===== config.mk =====
export PLATFORM = sky130hd
export DESIGN_NAME = ecc_controller
export DESIGN_NICKNAME = d
export VERILOG_FILES = /design/src/rtl/ecc_pkg.sv /design/src/rtl/ecc_rf_if.sv /design/src/rtl/ecc_regmem.sv /design/src/rtl/ecc_controller.sv
export SDC_FILE = /design/constraint.sdc
export NUM_CORES = 2
export LEC_CHECK = 0
export BUFFER_PORTS_ARGS = -buffer_cell sky130_fd_sc_hd__buf_2
export CAP_MARGIN = 40
export CORE_MARGIN = 4
export CORE_UTILIZATION = 55
export CTS_CLUSTER_DIAMETER = 100
export CTS_CLUSTER_SIZE = 25
export DETAILED_ROUTE_END_ITERATION = 8
export GPL_TIMING_DRIVEN = 1
export PLACE_DENSITY = 0.75
export SKIP_LAST_GASP = 1
export SLEW_MARGIN = 25
export SYNTH_ARGS = -nofsm -noshare
export SYNTH_HDL_FRONTEND = slang
export SYNTH_SLANG_ARGS = --single-unit

===== constraint.sdc =====
create_clock -name clock_in -period 25.5 [get_ports clock_in]
set_clock_uncertainty 0.1 [all_clocks]
set_input_delay 2.55 -clock clock_in [delete_from_list [all_inputs] [get_ports clock_in]]
set_output_delay 2.55 -clock clock_in [all_outputs]
set_load 0.005 [all_outputs]

===== src/rtl/ecc_pkg.sv =====
package ecc_pkg;

   // -----------------------------------------------------------------
   // widths and command layout
   // -----------------------------------------------------------------
   localparam int CMD_W        = 8;
   localparam int DATA_W       = 24;
   localparam int SEL_W        = 5;
   localparam int CMD_LSB      = DATA_W - CMD_W;  // command sits at top of shift reg
   localparam int CMD_EXIT_BIT = 5;               // leave_halt_bit
   localparam int CMD_GO_BIT   = 6;
   localparam int CMD_DIR_BIT  = 7;               // 1 = read, 0 = write
   localparam int SYNC_W       = 6;

   // -----------------------------------------------------------------
   // target select codes
   // -----------------------------------------------------------------
   localparam logic [4:0] SEL_STATUS = 5'h00;
   localparam logic [4:0] SEL_BPCNT  = 5'h01;
   localparam logic [4:0] SEL_BPCTRL = 5'h02;
   localparam logic [4:0] SEL_LIM0   = 5'h05;
   localparam logic [4:0] SEL_LIM1   = 5'h06;
   localparam logic [4:0] SEL_GDB    = 5'h09;
   localparam logic [4:0] SEL_PDB    = 5'h0A;
   localparam logic [4:0] SEL_HELD   = 5'h0B;
   localparam logic [4:0] SEL_GOTO   = 5'h0C;
   localparam logic [4:0] SEL_TRCNT  = 5'h0D;
   localparam logic [4:0] SEL_FETCH  = 5'h0F;
   localparam logic [4:0] SEL_DECODE = 5'h10;
   localparam logic [4:0] SEL_EXEC   = 5'h11;
   localparam logic [4:0] SEL_TRACE  = 5'h12;
   localparam logic [4:0] SEL_NONE   = 5'h1F;

   // -----------------------------------------------------------------
   // status/control fields and codes
   // -----------------------------------------------------------------
   localparam int ST_TRACE_EN_BIT = 0;
   localparam int ST_IRQ_MODE_BIT = 1;
   localparam logic [23:0] STATUS_RESET = 24'h000000;
   localparam logic [1:0]  CORE_RUN     = 2'h0;
   localparam logic [1:0]  CORE_WAIT    = 2'h1;
   localparam logic [1:0]  CORE_BUS     = 2'h2;
   localparam logic [1:0]  CORE_DEBUG   = 2'h3;
   localparam logic [2:0]  HOLDOFF_CYCLES = 3'h4;  // ignore the line after release

   // -----------------------------------------------------------------
   // state types
   // -----------------------------------------------------------------
   typedef enum logic [2:0] {
      ECC_L_CMD  = 3'b001,
      ECC_L_LOAD = 3'b010,
      ECC_L_DATA = 3'b100
   } ecc_link_t;

   typedef enum logic [3:0] {
      ECC_D_RUN  = 4'b0001,
      ECC_D_HALT = 4'b0010,
      ECC_D_DBG  = 4'b0100,
      ECC_D_STEP = 4'b1000
   } ecc_dbg_t;

   // 24-bit targets; all others are 16 bits wide
   function automatic logic ecc_is_wide(input logic [4:0] sel);
      ecc_is_wide = (sel == SEL_STATUS) || (sel == SEL_GDB) || (sel == SEL_PDB) ||
                    (sel == SEL_HELD) || (sel == SEL_GOTO);
   endfunction : ecc_is_wide

   function automatic logic ecc_can_write(input logic [4:0] sel);
      ecc_can_write = (sel == SEL_STATUS) || (sel == SEL_BPCNT) || (sel == SEL_BPCTRL) ||
                      (sel == SEL_LIM0) || (sel == SEL_LIM1) || (sel == SEL_PDB) ||
                      (sel == SEL_GOTO) || (sel == SEL_TRCNT);
   endfunction : ecc_can_write

endpackage : ecc_pkg


===== src/rtl/ecc_rf_if.sv =====
`timescale 1ns/1ps
// register bank port between command front end and storage
interface ecc_rf_if #(
   parameter int AW = 5,
   parameter int DW = 24
);
   logic          we;
   logic [AW-1:0] addr;
   logic [DW-1:0] wdata;
   logic [DW-1:0] rdata;

   modport ctrl (output we, output addr, output wdata, input rdata);
   modport mem  (input we, input addr, input wdata, output rdata);
endinterface : ecc_rf_if


===== src/rtl/ecc_regmem.sv =====
`timescale 1ns/1ps
module ecc_regmem import ecc_pkg::*; #(
   parameter int AW = 5,
   parameter int DW = 24
) (
   input  wire logic clock_in,
   input  wire logic rst_n_in,
   input  wire logic clk_en_in,
   ecc_rf_if.mem     rf
);
   localparam int DEPTH = 1 << AW;

   logic [DW-1:0] mem_q [DEPTH];
   logic [DW-1:0] mem_d [DEPTH];
   logic [DW-1:0] rdata_q;

   // -----------------------------------------------------------------
   // one storage word per target code, cleared on reset
   // -----------------------------------------------------------------
   for (genvar i = 0; i < DEPTH; i++) begin : g_ent
      always_comb begin
         mem_d[i] = (rf.we && (rf.addr == AW'(i))) ? rf.wdata : mem_q[i];
      end
      always_ff @(posedge clock_in or negedge rst_n_in) begin
         if (!rst_n_in) begin
            mem_q[i] <= '0;
         end else if (clk_en_in) begin
            mem_q[i] <= mem_d[i];
         end
      end
   end

   // registered read port
   always_ff @(posedge clock_in or negedge rst_n_in) begin
      if (!rst_n_in) begin
         rdata_q <= '0;
      end else if (clk_en_in) begin
         rdata_q <= mem_q[rf.addr];
      end
   end

   assign rf.rdata = rdata_q;

endmodule : ecc_regmem


===== src/rtl/ecc_controller.sv =====
`timescale 1ns/1ps
// How it works
// - emulation access only after unlock instruction; stays usable in normal run (here only status/control, other targets need debug)
// - no own pins: commands and data shift over TDI/TDO on TCK
// - halt line pulled low: core finishes instruction, saves pipeline, enters debug
// - on entering debug the device drives halt line low as acknowledge
// - halt line is wired-AND between processors, any holder halts all
// - command register is 8-bit serial shift register feeding interpreter
// - command bits 0 to 4 select target register
// - target codes 00 to 0D map to status, breakpoint, limit, bus registers
// - codes 0F to 11 address captures, 12 trace read, 1F none
// - bit 5 leaves debug only with go on a qualifying operation
// - bit 6 runs held instruction, then back to debug unless bit 5
// - go honoured only on program bus data write or no-register access
// - bit 7 gives direction: 0 write data in, 1 read out
// - interpreter uses command, update indication and halted flag for strobes
// - 24-bit status/control clears on reset, control RW, status read-only
// - core state field: 00 run, 01 wait/stop, 10 bus wait, 11 debug
module ecc_controller import ecc_pkg::*; #(
   parameter int AW = SEL_W
) (
   input  wire logic        clock_in,
   input  wire logic        resetn_in,
   input  wire logic        clk_en_in,
   input  wire logic        tck_in,
   input  wire logic        tdi_in,
   input  wire logic        shift_dr_in,
   input  wire logic        update_dr_in,
   input  wire logic        unlock_in,
   input  wire logic        halt_line_in,
   output logic             halt_line_out,
   output logic             halt_line_oe_out,
   output logic             tdo_out,
   input  wire logic        core_halted_in,
   input  wire logic        core_wait_in,
   input  wire logic        core_bus_wait_in,
   input  wire logic [2:0]  debug_cause_in,
   input  wire logic [23:0] gdb_capture_in,
   input  wire logic [23:0] held_instr_in,
   input  wire logic [15:0] fetch_addr_in,
   input  wire logic [15:0] decode_addr_in,
   input  wire logic [15:0] exec_addr_in,
   input  wire logic [15:0] trace_data_in,
   output logic             debug_req_out,
   output logic             core_go_out,
   output logic             core_exit_out,
   output logic             trace_enable_out,
   output logic             irq_mode_out,
   output logic             trace_advance_out
);

   // -----------------------------------------------------------------
   // reset release and pin synchronisers
   // -----------------------------------------------------------------
   logic              rst_s1_q;
   logic              rst_n;
   logic [SYNC_W-1:0] sync1_q;
   logic [SYNC_W-1:0] sync2_q;
   logic              tck_d_q;
   logic              upd_d_q;

   always_ff @(posedge clock_in or negedge resetn_in) begin
      if (!resetn_in) begin
         rst_s1_q <= 1'b0;
         rst_n    <= 1'b0;
      end else if (clk_en_in) begin
         rst_s1_q <= 1'b1;
         rst_n    <= rst_s1_q;
      end
   end

   // two stages on every pin; edge flops read only the second stage
   always_ff @(posedge clock_in or negedge rst_n) begin
      if (!rst_n) begin
         sync1_q <= 6'h20;                  // halt line idles high, unlock low
         sync2_q <= 6'h20;
         tck_d_q <= 1'b0;
         upd_d_q <= 1'b0;
      end else if (clk_en_in) begin
         sync1_q <= {halt_line_in, unlock_in, update_dr_in, shift_dr_in, tdi_in, tck_in};
         sync2_q <= sync1_q;
         tck_d_q <= sync2_q[0];
         upd_d_q <= sync2_q[3];
      end
   end

   logic tck_s, tdi_s, shf_s, upd_s, unl_s, hl_s;
   logic tck_rise, tck_fall, upd_evt;

   assign tck_s    = sync2_q[0];
   assign tdi_s    = sync2_q[1];
   assign shf_s    = sync2_q[2];
   assign upd_s    = sync2_q[3];
   assign unl_s    = sync2_q[4];
   assign hl_s     = sync2_q[5];
   assign tck_rise = tck_s & ~tck_d_q;
   assign tck_fall = ~tck_s & tck_d_q;
   assign upd_evt  = upd_s & ~upd_d_q;

   // -----------------------------------------------------------------
   // register bank instance
   // -----------------------------------------------------------------
   ecc_rf_if #(.AW(AW), .DW(DATA_W)) rf ();

   ecc_regmem #(.AW(AW), .DW(DATA_W)) u_mem (
      .clock_in  (clock_in),
      .rst_n_in  (rst_n),
      .clk_en_in (clk_en_in),
      .rf        (rf)
   );

   // -----------------------------------------------------------------
   // state declarations
   // -----------------------------------------------------------------
   ecc_link_t         link_q, link_d;
   logic [DATA_W-1:0] sh_q, sh_d;
   logic [CMD_W-1:0]  cmd_q, cmd_d;
   logic              tdo_q, tdo_d;
   logic              go_req_q, go_req_d;
   logic              go_ex_q, go_ex_d;
   logic              trc_q, trc_d;
   logic [1:0]        ctrl_q, ctrl_d;
   ecc_dbg_t          dbg_q, dbg_d;
   logic              req_q, req_d;
   logic              oe_q, oe_d;
   logic              go_q, go_d;
   logic              ex_q, ex_d;
   logic [2:0]        cause_q, cause_d;
   logic [2:0]        hold_q, hold_d;
   logic              ran_q, ran_d;
   logic              hlo_q;

   logic              halted;
   logic [1:0]        core_st;
   logic [DATA_W-1:0] stat_val;
   logic [DATA_W-1:0] rd_val;
   logic [4:0]        sel;
   logic [4:0]        new_sel;
   logic              acc_ok;

   assign halted  = (dbg_q == ECC_D_DBG);
   assign sel     = cmd_q[SEL_W-1:0];
   assign new_sel = sh_q[CMD_LSB +: SEL_W];
   assign acc_ok  = halted || (sel == SEL_STATUS);

   // core state field and status word, reserved bits zero
   always_comb begin
      if (halted) begin
         core_st = CORE_DEBUG;
      end else if (core_bus_wait_in) begin
         core_st = CORE_BUS;
      end else if (core_wait_in) begin
         core_st = CORE_WAIT;
      end else begin
         core_st = CORE_RUN;
      end
      stat_val = {16'h0000, core_st, 1'b0, cause_q, ctrl_q};
   end

   // read source decode
   always_comb begin
      if (!acc_ok) begin
         rd_val = '0;
      end else if (sel == SEL_STATUS) begin
         rd_val = stat_val;
      end else if (sel == SEL_GDB) begin
         rd_val = gdb_capture_in;
      end else if (sel == SEL_HELD) begin
         rd_val = held_instr_in;
      end else if (sel == SEL_FETCH) begin
         rd_val = {8'h00, fetch_addr_in};
      end else if (sel == SEL_DECODE) begin
         rd_val = {8'h00, decode_addr_in};
      end else if (sel == SEL_EXEC) begin
         rd_val = {8'h00, exec_addr_in};
      end else if (sel == SEL_TRACE) begin
         rd_val = {8'h00, trace_data_in};
      end else if (ecc_can_write(sel) && (sel != SEL_GOTO)) begin
         rd_val = rf.rdata;
      end else begin
         rd_val = '0;                                           // reserved, none, write-only
      end
   end

   // -----------------------------------------------------------------
   // serial link and command interpreter
   // -----------------------------------------------------------------
   always_comb begin
      link_d   = link_q;
      sh_d     = sh_q;
      cmd_d    = cmd_q;
      tdo_d    = tdo_q;
      go_req_d = 1'b0;
      go_ex_d  = 1'b0;
      trc_d    = 1'b0;
      ctrl_d   = ctrl_q;
      rf.we    = 1'b0;
      rf.addr  = sel;
      rf.wdata = ecc_is_wide(sel) ? sh_q : {8'h00, sh_q[DATA_W-1:8]};
      if (tck_fall) begin
         tdo_d = sh_q[0];
      end
      if (!unl_s) begin
         link_d = ECC_L_CMD;
      end else begin
         case (link_q)
            ECC_L_CMD: begin
               if (tck_rise && shf_s) begin
                  sh_d = {tdi_s, sh_q[DATA_W-1:1]};
               end
               if (upd_evt) begin
                  cmd_d   = sh_q[CMD_LSB +: CMD_W];
                  rf.addr = new_sel;                            // prime registered read
                  if (new_sel == SEL_NONE) begin
                     go_req_d = sh_q[CMD_LSB + CMD_GO_BIT];
                     go_ex_d  = sh_q[CMD_LSB + CMD_EXIT_BIT];
                  end else if (sh_q[CMD_LSB + CMD_DIR_BIT]) begin
                     link_d = ECC_L_LOAD;
                  end else begin
                     link_d = ECC_L_DATA;
                  end
               end
            end
            ECC_L_LOAD: begin
               sh_d   = rd_val;
               trc_d  = (sel == SEL_TRACE) && halted;
               link_d = ECC_L_DATA;
            end
            ECC_L_DATA: begin
               if (tck_rise && shf_s) begin
                  sh_d = {tdi_s, sh_q[DATA_W-1:1]};
               end
               if (upd_evt) begin
                  link_d = ECC_L_CMD;
                  if (!cmd_q[CMD_DIR_BIT] && acc_ok && ecc_can_write(sel)) begin
                     if (sel == SEL_STATUS) begin
                        ctrl_d = sh_q[ST_TRACE_EN_BIT +: 2];
                     end else begin
                        rf.we = 1'b1;
                     end
                     if (sel == SEL_PDB) begin
                        go_req_d = cmd_q[CMD_GO_BIT];
                        go_ex_d  = cmd_q[CMD_EXIT_BIT];
                     end
                  end
               end
            end
            default: link_d = ECC_L_CMD;
         endcase
      end
   end

   always_ff @(posedge clock_in or negedge rst_n) begin
      if (!rst_n) begin
         link_q   <= ECC_L_CMD;
         sh_q     <= '0;
         cmd_q    <= '0;
         tdo_q    <= 1'b0;
         go_req_q <= 1'b0;
         go_ex_q  <= 1'b0;
         trc_q    <= 1'b0;
         ctrl_q   <= STATUS_RESET[1:0];
      end else if (clk_en_in) begin
         link_q   <= link_d;
         sh_q     <= sh_d;
         cmd_q    <= cmd_d;
         tdo_q    <= tdo_d;
         go_req_q <= go_req_d;
         go_ex_q  <= go_ex_d;
         trc_q    <= trc_d;
         ctrl_q   <= ctrl_d;
      end
   end

   // -----------------------------------------------------------------
   // debug mode sequencing and halt line
   // -----------------------------------------------------------------
   always_comb begin
      dbg_d   = dbg_q;
      hold_d  = (hold_q != 3'h0) ? hold_q - 3'h1 : 3'h0;
      go_d    = 1'b0;
      ex_d    = 1'b0;
      cause_d = cause_q;
      ran_d   = ran_q;
      case (dbg_q)
         ECC_D_RUN: begin
            if (unl_s && !hl_s && (hold_q == 3'h0)) begin
               dbg_d = ECC_D_HALT;
            end
         end
         ECC_D_HALT: begin
            if (core_halted_in) begin
               dbg_d   = ECC_D_DBG;
               cause_d = debug_cause_in;
            end
         end
         ECC_D_DBG: begin
            if (go_req_q) begin
               go_d    = 1'b1;
               ex_d    = go_ex_q;
               cause_d = 3'h0;
               hold_d  = HOLDOFF_CYCLES;
               ran_d   = 1'b0;
               dbg_d   = go_ex_q ? ECC_D_RUN : ECC_D_STEP;
            end
         end
         ECC_D_STEP: begin
            if (!core_halted_in) begin
               ran_d = 1'b1;
            end else if (ran_q) begin
               dbg_d = ECC_D_DBG;
            end
         end
         default: dbg_d = ECC_D_RUN;
      endcase
      req_d = (dbg_d == ECC_D_HALT) || (dbg_d == ECC_D_DBG);
      oe_d  = (dbg_d == ECC_D_DBG);
   end

   always_ff @(posedge clock_in or negedge rst_n) begin
      if (!rst_n) begin
         dbg_q   <= ECC_D_RUN;
         req_q   <= 1'b0;
         oe_q    <= 1'b0;
         go_q    <= 1'b0;
         ex_q    <= 1'b0;
         cause_q <= STATUS_RESET[4:2];
         hold_q  <= 3'h0;
         ran_q   <= 1'b0;
         hlo_q   <= 1'b0;
      end else if (clk_en_in) begin
         dbg_q   <= dbg_d;
         req_q   <= req_d;
         oe_q    <= oe_d;
         go_q    <= go_d;
         ex_q    <= ex_d;
         cause_q <= cause_d;
         hold_q  <= hold_d;
         ran_q   <= ran_d;
         hlo_q   <= 1'b0;                                       // open drain: only pulls low
      end
   end

   // outputs, all from flops
   assign halt_line_out     = hlo_q;
   assign halt_line_oe_out  = oe_q;
   assign tdo_out           = tdo_q;
   assign debug_req_out     = req_q;
   assign core_go_out       = go_q;
   assign core_exit_out     = ex_q;
   assign trace_enable_out  = ctrl_q[ST_TRACE_EN_BIT];
   assign irq_mode_out      = ctrl_q[ST_IRQ_MODE_BIT];
   assign trace_advance_out = trc_q;
endmodule : ecc_controller


==> impl_metrics.toml <==
[floorplan]
rows = 91
dieWidth_um = 257.7
dieHeight_um = 257.7
ioPinCount = 136
core_um2 = 61710
start_util_pct = 55.57
die_area_um2 = 66400

[sta]
min_period_ns = 5.433
finalSetupViolations = 0
period_share_pct = 21.31
slew_violations = 0
grt_setup_unrepaired = "no"
relSlewSlack_pct = 41.66
worstMarginPinSlew_ns = 0.8685
finalSetupTns_ns = 0
max_freq_ghz = 0.1841
setup_ws_ns = 20.07
hold_viol_final = 0

[setup_path]
crit_type = "reg -> reg"
end_kind = "flop"
required_ns = 25.92
startpoint_type = "flop"
rrSetupSlack_ns = 20.07
cp_max_fo = 66
arrival_ns = 5.86

[worst_hold_path]
hp-class = "reg -> async"

[clock_tree]
cts.sinks = 864
clock_path_buffers = 3
clk_pin_slew_ns = 0.11
cts_setup_buffers = 0
htreeDepth = 2
cts_resized = 0
cts_buffers = 40
cts_tree = "yes"
cts_hold_buf = 0
root_buffer = "clkbuf_16"
insertion_delay_ns = 0.60

[detailed_routing]
via_count = 20270
drc = 0
viasPerCell = 6.170
ant_nets = 0
wl_um = 79790
wl_per_cell_um = 24.28
firstDrtPassIters = 6
drtIter0Drc = 2130

[grt]
first_global_vias = 20970
track_usage_pct = 23.79
grt_max_degree = 229
grt_overflow = 0
grt_antenna_before_repair = 1
grt_pass1_wl_um = 125700

[run_status]
status = "complete, no violations"

[place]
hpwl_um = 48860
gp_congestion = 0.9845
portBuffers = 134
post-place-ws_ns = 20.22

[synth]
synth_edf_count = 0
syn_area_per_cell_um2 = 11.48
syn_inst = 2987
synth_seq_cells = 864
yosysSeqAreaShare_pct = 63.07
netlist_area_um2 = 34290
ys.flop_type = "dfrtp_1"
synthArstFlopShare_pct = 100.0
synth_nets = 3116
yosys_warnings = 0
synth_area_leader_cell = "dfrtp_1"
synth_top_area_share_pct = 62.76
synth_top_cells_by_area = "dfrtp_1 63%, clkbuf_1 7.6%, a22oi_1 6.7%, mux2_2 4.6%, a21oi_1 3.3%"
synth_cell_types = 74

[cells_and_area]
area_delta_synth_final_pct = 1.438
utilization_pct = 56.36
fillCellCount = 4854
layout.nets = 2568
seq_area_um2 = 21630
drive_gt1_share_pct = 17.88
multi_input_area_um2 = 9495
diodes = 0

[job]
maxCapViolCount = 0

[power_and_ir_drop]
ir_worst_vdd_uv = 75.28
power_density_nw_per_um2 = 81.35
p_total_mw = 2.830
p_leak_nw = 16.20
[synthesized netlist by cell type, types with 22 or more instances]
library cell  count
dfrtp_1         860
a221oi_1         40
buf_1            28
mux2_4           22
a21oi_1         225
o221ai_1         34
a22oi_1         305
a22o_1           31
nor2_1           45
clkbuf_1        692
buf_2            42
and2_1           50
nand2_1          39
a31oi_1          24
o21ai_0         121
inv_1            48
mux2_2          141
[final timing paths]
path                       depth (start not counted)        startpoint                end
setup / recovery                                   9        sync2_q[4]  u_mem.rf.rdata[8]
hold / removal                                     0             rst_n            sh_q[0]
setup reg to reg                                   9        sync2_q[4]  u_mem.rf.rdata[8]
hold reg to reg                                    0             rst_n            sh_q[0]
max in group asynchronous                          6             rst_n   u_mem.mem_q[172]
min in group clock_in                              0  u_mem.mem_q[132]   u_mem.mem_q[132]
[state kept, by name, indices dropped and copies added (netlist names), 2 cells and up]
register        count
dbg_q               4
sh_q               24
u_mem.mem_q       768
u_mem.rf.rdata     24
ctrl_q              2
sync2_q             6
cmd_q               8
hold_q              3
cause_q             3
sync1_q             6
link_q              3
[through the flow]
step           std cells  instance area [um^2]  hold slack [ns]
6_report            3286                 34780           0.1316
5_1_grt             3286                 34780           0.1677
4_1_cts             3277                 34610           0.2828
3_5_place_dp        3225                 33500           0.2594
3_3_place_gp        3216                 33310           0.2588
2_1_floorplan       2987                 34290           0.3229
[area by class of cell]
class                      count  area share, %
sequential                   864          62.18
multi-input combinational   1296          27.30
tap                          837          3.011
clock inverter                 4         0.1619
clock buffer                  48          3.025
inverter                      48         0.5180
timing repair buffer         189          3.802
[cells by family (layout without fill, tap and decap cells)]
group           after synthesis  count (layout)  synth area share [%]
xor+xnor                      2               2               0.05109
buf+inv                     827             289                 9.538
fa+ha+maj                     2               2               0.07297
compound gates              880             880                 17.20
other cells                   1               1               0.01094
mux                         171             171                 5.878
flops                       864             864                 63.07
simple gates                240             240                 4.178
[cell usage in the layout (no fill, tap or decap), drive strengths merged, types with 11 or more instances in the layout]
cell type  Yosys  routed
buf           86     189
a221oi        40      40
o221ai        34      34
o211ai        11      11
a22o          31      31
nor4          22      22
dfrtp        860     860
a22oi        305     305
a21o          21      21
o41ai         14      14
nor3          16      16
a21oi        225     225
nand3         11      11
nand2         40      40
o21ai        122     122
inv           48      51
and2          51      51
nor2          45      45
clkbuf       693      48
a41oi         17      17
a31oi         24      24
mux2         167     167
[worst max-delay path, cell delays in order, from the launching register on]
cell      delay, ns
dfrtp_1        0.84
nor2b_2        0.63
and3_1         0.67
or2_4          0.73
buf_4          0.68
buf_4          0.76
a22oi_1        0.25
a21oi_1        0.26
nor4_1         0.11
o221ai_1       0.14
[layer usage]
layer / global-route usage (%) / vias to the layer above / routed length (um)
met3: 5.060 / 135 / 6310
li1: - / 8975 / -
met4: 7.521 / 0 / 2594
met5: 0 / - / 0
met2: 36.37 / 908 / 36180
met1: 34.72 / 10260 / 34710
[where the power goes]
group	total [mW]	switching (mW)	internal (mW)
sequential	1.46	0.0532	1.41
clock	0.716	0.410	0.306
combinational	0.654	0.501	0.153
total	2.83	0.965	1.86
No activity file was read; power rests on OpenSTA's default activity.
